===== config.mk =====
export PLATFORM = sky130hd
export DESIGN_NAME = lscl_column_loader
export DESIGN_NICKNAME = d
export VERILOG_FILES = /design/src/hw/lscl_pkg.sv /design/src/hw/lscl_column_loader.sv /design/src/hw/lscl_level_sel.sv
export VERILOG_INCLUDE_DIRS = /design/src /design/src/hw
export SDC_FILE = /design/constraint.sdc
export NUM_CORES = 1
export LEC_CHECK = 0
export ABC_CLOCK_PERIOD_IN_PS = 7200
export CORE_ASPECT_RATIO = 1.4
export CORE_UTILIZATION = 65
export CTS_BUF_LIST = sky130_fd_sc_hd__clkbuf_4
export DETAILED_ROUTE_END_ITERATION = 10
export DONT_BUFFER_PORTS = 1
export PLACE_DENSITY = 0.81
export SLEW_MARGIN = 0
export SYNTH_ARGS = -nofsm -noshare
export SYNTH_HDL_FRONTEND = slang
export SYNTH_SLANG_ARGS = --single-unit

===== constraint.sdc =====
create_clock -name clock_i -period 7.2 [get_ports clock_i]
set_clock_uncertainty 0.15 [all_clocks]
set_input_delay 0.36 -clock clock_i [delete_from_list [all_inputs] [get_ports clock_i]]
set_output_delay 0.36 -clock clock_i [all_outputs]
set_load 0.005 [all_outputs]

===== src/hw/lscl_regs.svh =====
// Constants of the LCD segment column loader
`ifndef LSCL_REGS_SVH
`define LSCL_REGS_SVH
`define LSCL_SEG_COUNT    80
`define LSCL_NIB_WIDTH    4
`define LSCL_NIB_COUNT    20
`define LSCL_LVL_WIDTH    2
`endif


===== src/hw/lscl_pkg.sv =====
// Types of the LCD segment column loader
package lscl_pkg;
    typedef enum logic [1:0] {
        LSCL_LVL_TOP,
        LSCL_LVL_UPPER_MID,
        LSCL_LVL_LOWER_MID,
        LSCL_LVL_BOTTOM
    } lscl_level_t;
endpackage : lscl_pkg


===== src/hw/lscl_column_loader.sv =====
// Column loader: enable chain, data register, line latch and level select
`timescale 1ns/1ps
`include "lscl_regs.svh"

module lscl_column_loader
    import lscl_pkg::*;
#(
    parameter int SEG_COUNT = `LSCL_SEG_COUNT,
    parameter int NIB_COUNT = `LSCL_NIB_COUNT
) (
    input  wire logic                     clock_i,
    input  wire logic                     nrst_i,
    input  wire logic                     pixel_shift_strobe_i,
    input  wire logic                     line_latch_pulse_i,
    input  wire logic [`LSCL_NIB_WIDTH-1:0] display_nibble_i,
    input  wire logic                     shift_direction_select_i,
    input  wire logic                     frame_alternation_i,
    input  wire logic                     forced_blank_n_i,
    input  wire logic                     chain_enable_port_a_i,
    output logic                          chain_enable_port_a_o,
    output logic                          chain_enable_port_a_oe_o,
    input  wire logic                     chain_enable_port_b_i,
    output logic                          chain_enable_port_b_o,
    output logic                          chain_enable_port_b_oe_o,
    output lscl_level_t                   segment_outputs_o [SEG_COUNT]
);
    // Edge detector state
    logic                       strobe_d_r,  strobe_d_nxt;
    logic                       latch_d_r,   latch_d_nxt;

    // Enable chain state
    logic [NIB_COUNT-1:0]       ena_sr_r,    ena_sr_nxt;
    logic                       full_r,      full_nxt;

    // Data register and output latch state
    logic [SEG_COUNT-1:0]       data_reg_r,  data_reg_nxt;
    logic [SEG_COUNT-1:0]       out_latch_r, out_latch_nxt;

    // Decoded strobes and gated internal bus
    logic                       chain_in;
    logic                       chain_active;
    logic                       strobe_fall;
    logic                       latch_fall;
    logic                       int_strobe;
    logic [`LSCL_NIB_WIDTH-1:0] int_bus;
    logic [`LSCL_NIB_WIDTH-1:0] ordered_bus;
    logic [NIB_COUNT-1:0]       slot_load;

    // Token of the first slot filled in a line
    function automatic logic [NIB_COUNT-1:0] first_token(input logic fwd);
        logic [NIB_COUNT-1:0] tok;
        tok = '0;
        if (fwd) begin
            tok[0] = 1'b1;
        end else begin
            tok[NIB_COUNT-1] = 1'b1;
        end
        return tok;
    endfunction : first_token

    // Token after one accepted nibble
    function automatic logic [NIB_COUNT-1:0] step_token(
        input logic                 fwd,
        input logic [NIB_COUNT-1:0] tok
    );
        logic [NIB_COUNT-1:0] nxt;
        if (tok == '0) begin
            nxt = first_token(fwd);
        end else if (fwd) begin
            nxt = tok << 1;
        end else begin
            nxt = tok >> 1;
        end
        return nxt;
    endfunction : step_token

    // Token sits on the last slot of the fill order
    function automatic logic last_token(
        input logic                 fwd,
        input logic [NIB_COUNT-1:0] tok
    );
        logic hit;
        hit = fwd ? tok[NIB_COUNT-1] : tok[0];
        return hit;
    endfunction : last_token

    // Lowest nibble bit goes to the first segment in fill order
    function automatic logic [`LSCL_NIB_WIDTH-1:0] order_nibble(
        input logic                       fwd,
        input logic [`LSCL_NIB_WIDTH-1:0] nib
    );
        logic [`LSCL_NIB_WIDTH-1:0] res;
        res = nib;
        if (!fwd) begin
            for (int b = 0; b < `LSCL_NIB_WIDTH; b++) begin
                res[b] = nib[`LSCL_NIB_WIDTH-1-b];
            end
        end
        return res;
    endfunction : order_nibble

    // Direction select high: port a is input, port b output; low: reversed
    assign chain_in                 = shift_direction_select_i ? chain_enable_port_a_i
                                                               : chain_enable_port_b_i;
    assign chain_enable_port_a_oe_o = !shift_direction_select_i;
    assign chain_enable_port_b_oe_o = shift_direction_select_i;
    assign chain_enable_port_a_o    = full_r;
    assign chain_enable_port_b_o    = full_r;

    assign strobe_fall = strobe_d_r && !pixel_shift_strobe_i;
    assign latch_fall  = latch_d_r && !line_latch_pulse_i;

    // Full line blocks further strobes until the next latch pulse
    assign chain_active = chain_in && !full_r;

    // Gated strobe and bus stay low when not enabled to save power
    assign int_strobe  = strobe_fall && chain_active && !line_latch_pulse_i;
    assign int_bus     = int_strobe ? display_nibble_i : '0;
    assign ordered_bus = order_nibble(shift_direction_select_i, int_bus);
    assign slot_load   = int_strobe ? ena_sr_nxt : '0;

    // Edge detectors on the sampled strobe and latch levels
    always_comb begin
        strobe_d_nxt = pixel_shift_strobe_i;
        latch_d_nxt  = line_latch_pulse_i;
    end

    always_ff @(posedge clock_i) begin
        if (!nrst_i) begin
            strobe_d_r <= 1'b0;
            latch_d_r  <= 1'b0;
        end else begin
            strobe_d_r <= strobe_d_nxt;
            latch_d_r  <= latch_d_nxt;
        end
    end

    // Enable token and line full flag
    always_comb begin
        ena_sr_nxt = ena_sr_r;
        full_nxt   = full_r;
        if (line_latch_pulse_i) begin
            ena_sr_nxt = '0;
            full_nxt   = 1'b0;
        end else if (int_strobe) begin
            ena_sr_nxt = step_token(shift_direction_select_i, ena_sr_r);
            if (last_token(shift_direction_select_i, ena_sr_nxt)) begin
                full_nxt = 1'b1;
            end
        end
    end

    always_ff @(posedge clock_i) begin
        if (!nrst_i) begin
            ena_sr_r <= '0;
            full_r   <= 1'b0;
        end else begin
            ena_sr_r <= ena_sr_nxt;
            full_r   <= full_nxt;
        end
    end

    // Data register: the token slot takes the nibble
    always_comb begin
        data_reg_nxt = data_reg_r;
        for (int i = 0; i < NIB_COUNT; i++) begin
            if (slot_load[i]) begin
                data_reg_nxt[i*`LSCL_NIB_WIDTH +: `LSCL_NIB_WIDTH] = ordered_bus;
            end
        end
    end

    always_ff @(posedge clock_i) begin
        if (!nrst_i) begin
            data_reg_r <= '0;
        end else begin
            data_reg_r <= data_reg_nxt;
        end
    end

    // Output latch follows the data register on the latch falling edge
    always_comb begin
        out_latch_nxt = out_latch_r;
        if (latch_fall) begin
            out_latch_nxt = data_reg_r;
        end
    end

    always_ff @(posedge clock_i) begin
        if (!nrst_i) begin
            out_latch_r <= '0;
        end else begin
            out_latch_r <= out_latch_nxt;
        end
    end

    genvar g;
    generate
        for (g = 0; g < SEG_COUNT; g++) begin : g_seg
            lscl_level_sel u_sel (
                .data_i              (out_latch_r[g]),
                .frame_alternation_i (frame_alternation_i),
                .forced_blank_n_i    (forced_blank_n_i),
                .level_o             (segment_outputs_o[g])
            );
        end
    endgenerate
endmodule : lscl_column_loader


===== src/hw/lscl_level_sel.sv =====
// Drive level selection for one segment output
`timescale 1ns/1ps
module lscl_level_sel
    import lscl_pkg::*;
(
    input  wire logic        data_i,
    input  wire logic        frame_alternation_i,
    input  wire logic        forced_blank_n_i,
    output lscl_level_t      level_o
);
    always_comb begin
        if (!forced_blank_n_i) begin
            level_o = LSCL_LVL_TOP;
        end else if (data_i) begin
            level_o = frame_alternation_i ? LSCL_LVL_TOP : LSCL_LVL_BOTTOM;
        end else begin
            level_o = frame_alternation_i ? LSCL_LVL_UPPER_MID : LSCL_LVL_LOWER_MID;
        end
    end
endmodule : lscl_level_sel


==> flow_summary.ini <==
[pwr]
leakage_nw = 3.16
vdd_ir_drop_max_mv = 0.133
p_per_area_mw_per_mm2 = 190

[final_layout]
drive_gt1_share_pct = 7.37
finalNetCount = 895
area_growth_syn_to_layout_pct = -2.60

[clock_network]
cts_resized = 0
cts_buffer_depth = 2
clk_latency_ns = 0.53
cts_max_level = 4
clkTransAtPathRegs_ns = 0.13
postCtsHoldBufs = 6
cts_buffers = 17
cts_setup_buffers = 0
cts_tree = done
cts-root-buf = clkbuf_4
cts.sinks = 183

[sta]
drv_slew = 0
setup-violations-final = 0
fin_crit_sh_pct = 40.0
finalCriticalPeriod_ns = 2.88
whs_ns = 0.0853
tightest_slew_ns = 1.08
maxSlewHeadroom_pct = 28.0
fmax_mhz = 347
hold_viol_final = 0
finalSetupTns_ns = 0
rsz0062_at_grt = false

[drt]
viasPerCell = 5.30
drc_errors = 0
wirelength_um = 15100
routedWlPerCell_um = 14.0
drtAntennaViolNets = 0
routed-via-count = 5714
dr.first_iter.drc_count = 240
drt_first_pass_iters = 4

[synthesis]
synth-seq-cells = 183
synth_top_area_share_pct = 41.0
synth_edf_count = 0
yosys-top-cells-area = dfxtp_1 (41%), mux2i_1 (11%), nand2_1 (10%)
synth.largest_area_cell = dfxtp_1
yosysMostFrequentCell = nand2_1
synth-seq-area-share_pct = 41.0
ys_types = 28
synth_ff_type = dfxtp_1
syn_area_mm2 = 0.00894
avgSynthCellArea_um2 = 8.87
ys_top_cells_by_count = nand2_1 (242), dfxtp_1 (183), mux2i_1 (99)
yosys_warnings = 0
syn_inst = 1008
syn_nets = 1021
async_flop_share_pct = 0

[flow_run]
drv_cap = 0

[floorplan]
die-width_um = 101
dieHeight_um = 141
num_rows = 50
core_mm2 = 0.0134
start_util_pct = 66.8
dieArea_mm2 = 0.0142
ios = 177

[critical_path]
worstPathArrival_ns = 3.17
crit_path_max_fanout = 21
crit_start = chain_enable_port_a_o$_SDFFE_PP0P_
required_ns = 7.48
critPathLaunchType = flip-flop
endpoint_kind = flip-flop
criticalPathCategory = flip-flop to flip-flop
rr_startpoint = chain_enable_port_a_o$_SDFFE_PP0P_

[placed_design]
gp_congestion = 0.766
hpwlAfterDp_um = 9240
port_buffers = 0

[global_routing]
grt_pass1_vias = 5381
grt_max_degree = 161
grt_usage_pct = 22.0
grt_pass1_wl_um = 25200
antenna_found_initial = 1
grt_overflow = 0

[worst_hold_path]
hp-class = primary input to flip-flop
hold_start = shift_direction_select_i

[outcome]
outcome = complete, no violations
[sequential cells by signal, indices dropped and copies added (netlist names)]
register / cells
strobe_d_r: 1
ena_sr_r: 20
data_reg_r: 80
out_latch_r: 80
latch_d_r: 1
chain_enable_port_a_o: 1
[cells by family (layout without fill, tap and decap cells)]
kind of cell	count (synthesis)	after routing	share of synthesized area [%]
buffers and inverters	156	43	10.1
AND/OR/NAND/NOR	383	383	21.1
other	0	1	0
XOR/XNOR	80	80	7.84
multiplexers	103	103	11.6
AO/OA/AOI/OAI	103	103	8.45
flip-flops	183	183	41.0
[area by class of cell]
| class | instances | area, µm² |
|---|---|---|
| antenna | 1 | 2.50 |
| clock buffer | 19 | 143 |
| clock inverter | 13 | 133 |
| fill | 1151 | 4680 |
| inverter | 1 | 3.75 |
| multi-input combinational | 669 | 4410 |
| sequential | 183 | 3660 |
| tap | 182 | 228 |
| timing repair buffer | 10 | 128 |
[report_power, final]
group          switching [mW]  leakage [nW]  internal (mW)  total, mW
Clock                   0.331         0.136          0.211      0.542
Combinational          0.0603          1.55         0.0388     0.0990
Sequential           0.000273          1.47           1.01       1.01
[path summary, 6_finish.rpt]
check             slack (ns)  depth (start not counted)                           to
setup reg to reg        4.32                          4  data_reg_r[75]$_SDFFE_PN0P_
hold / removal          0.09                          3   data_reg_r[3]$_SDFFE_PN0P_
hold reg to reg         0.32                          2  data_reg_r[39]$_SDFFE_PN0P_
setup / recovery        4.32                          4  data_reg_r[75]$_SDFFE_PN0P_
[routing by layer]
| metal | vias to the layer above | global-route usage, % | wire length (µm) |
|---|---|---|---|
| li1 | 2914 | - | - |
| met1 | 2690 | 26.2 | 6540 |
| met2 | 94 | 39.2 | 7860 |
| met3 | 16 | 3.77 | 481 |
| met4 | 0 | 7.93 | 246 |
| met5 | - | 0 | 0 |
[placed cells by master (no fill, tap or decap), types with 10 or more instances in the layout]
master / netlist / final
nand2_1: 242 / 242
nor3_4: 10 / 10
xor2_1: 80 / 80
and2_1: 84 / 84
mux2i_1: 99 / 98
clkbuf_4: 0 / 19
nor2_1: 19 / 19
dfxtp_1: 183 / 183
a21boi_0: 80 / 80
a21oi_1: 19 / 19
[metrics by stage]
step,total power [mW],util (%),cells,setup slack [ns],instance area (µm²)
6_report,1.65,65.0,1078,4.32,8710
4_1_cts,1.67,65.0,1077,4.29,8700
3_3_place_gp,1.12,62.4,1039,4.47,8350
2_1_floorplan,1.17,-,1008,2.78,8940
3_5_place_dp,1.12,62.4,1039,4.30,8350
5_1_grt,1.72,65.0,1078,4.14,8710
[critical path, cell delays in order (launching register included)]
cell and delay (ns):
dfxtp_1 0.40, or4b_4 0.80, nor2_2 0.28, nand3_1 0.72, mux2i_1 0.44
No activity file was read; power rests on OpenSTA's default activity.
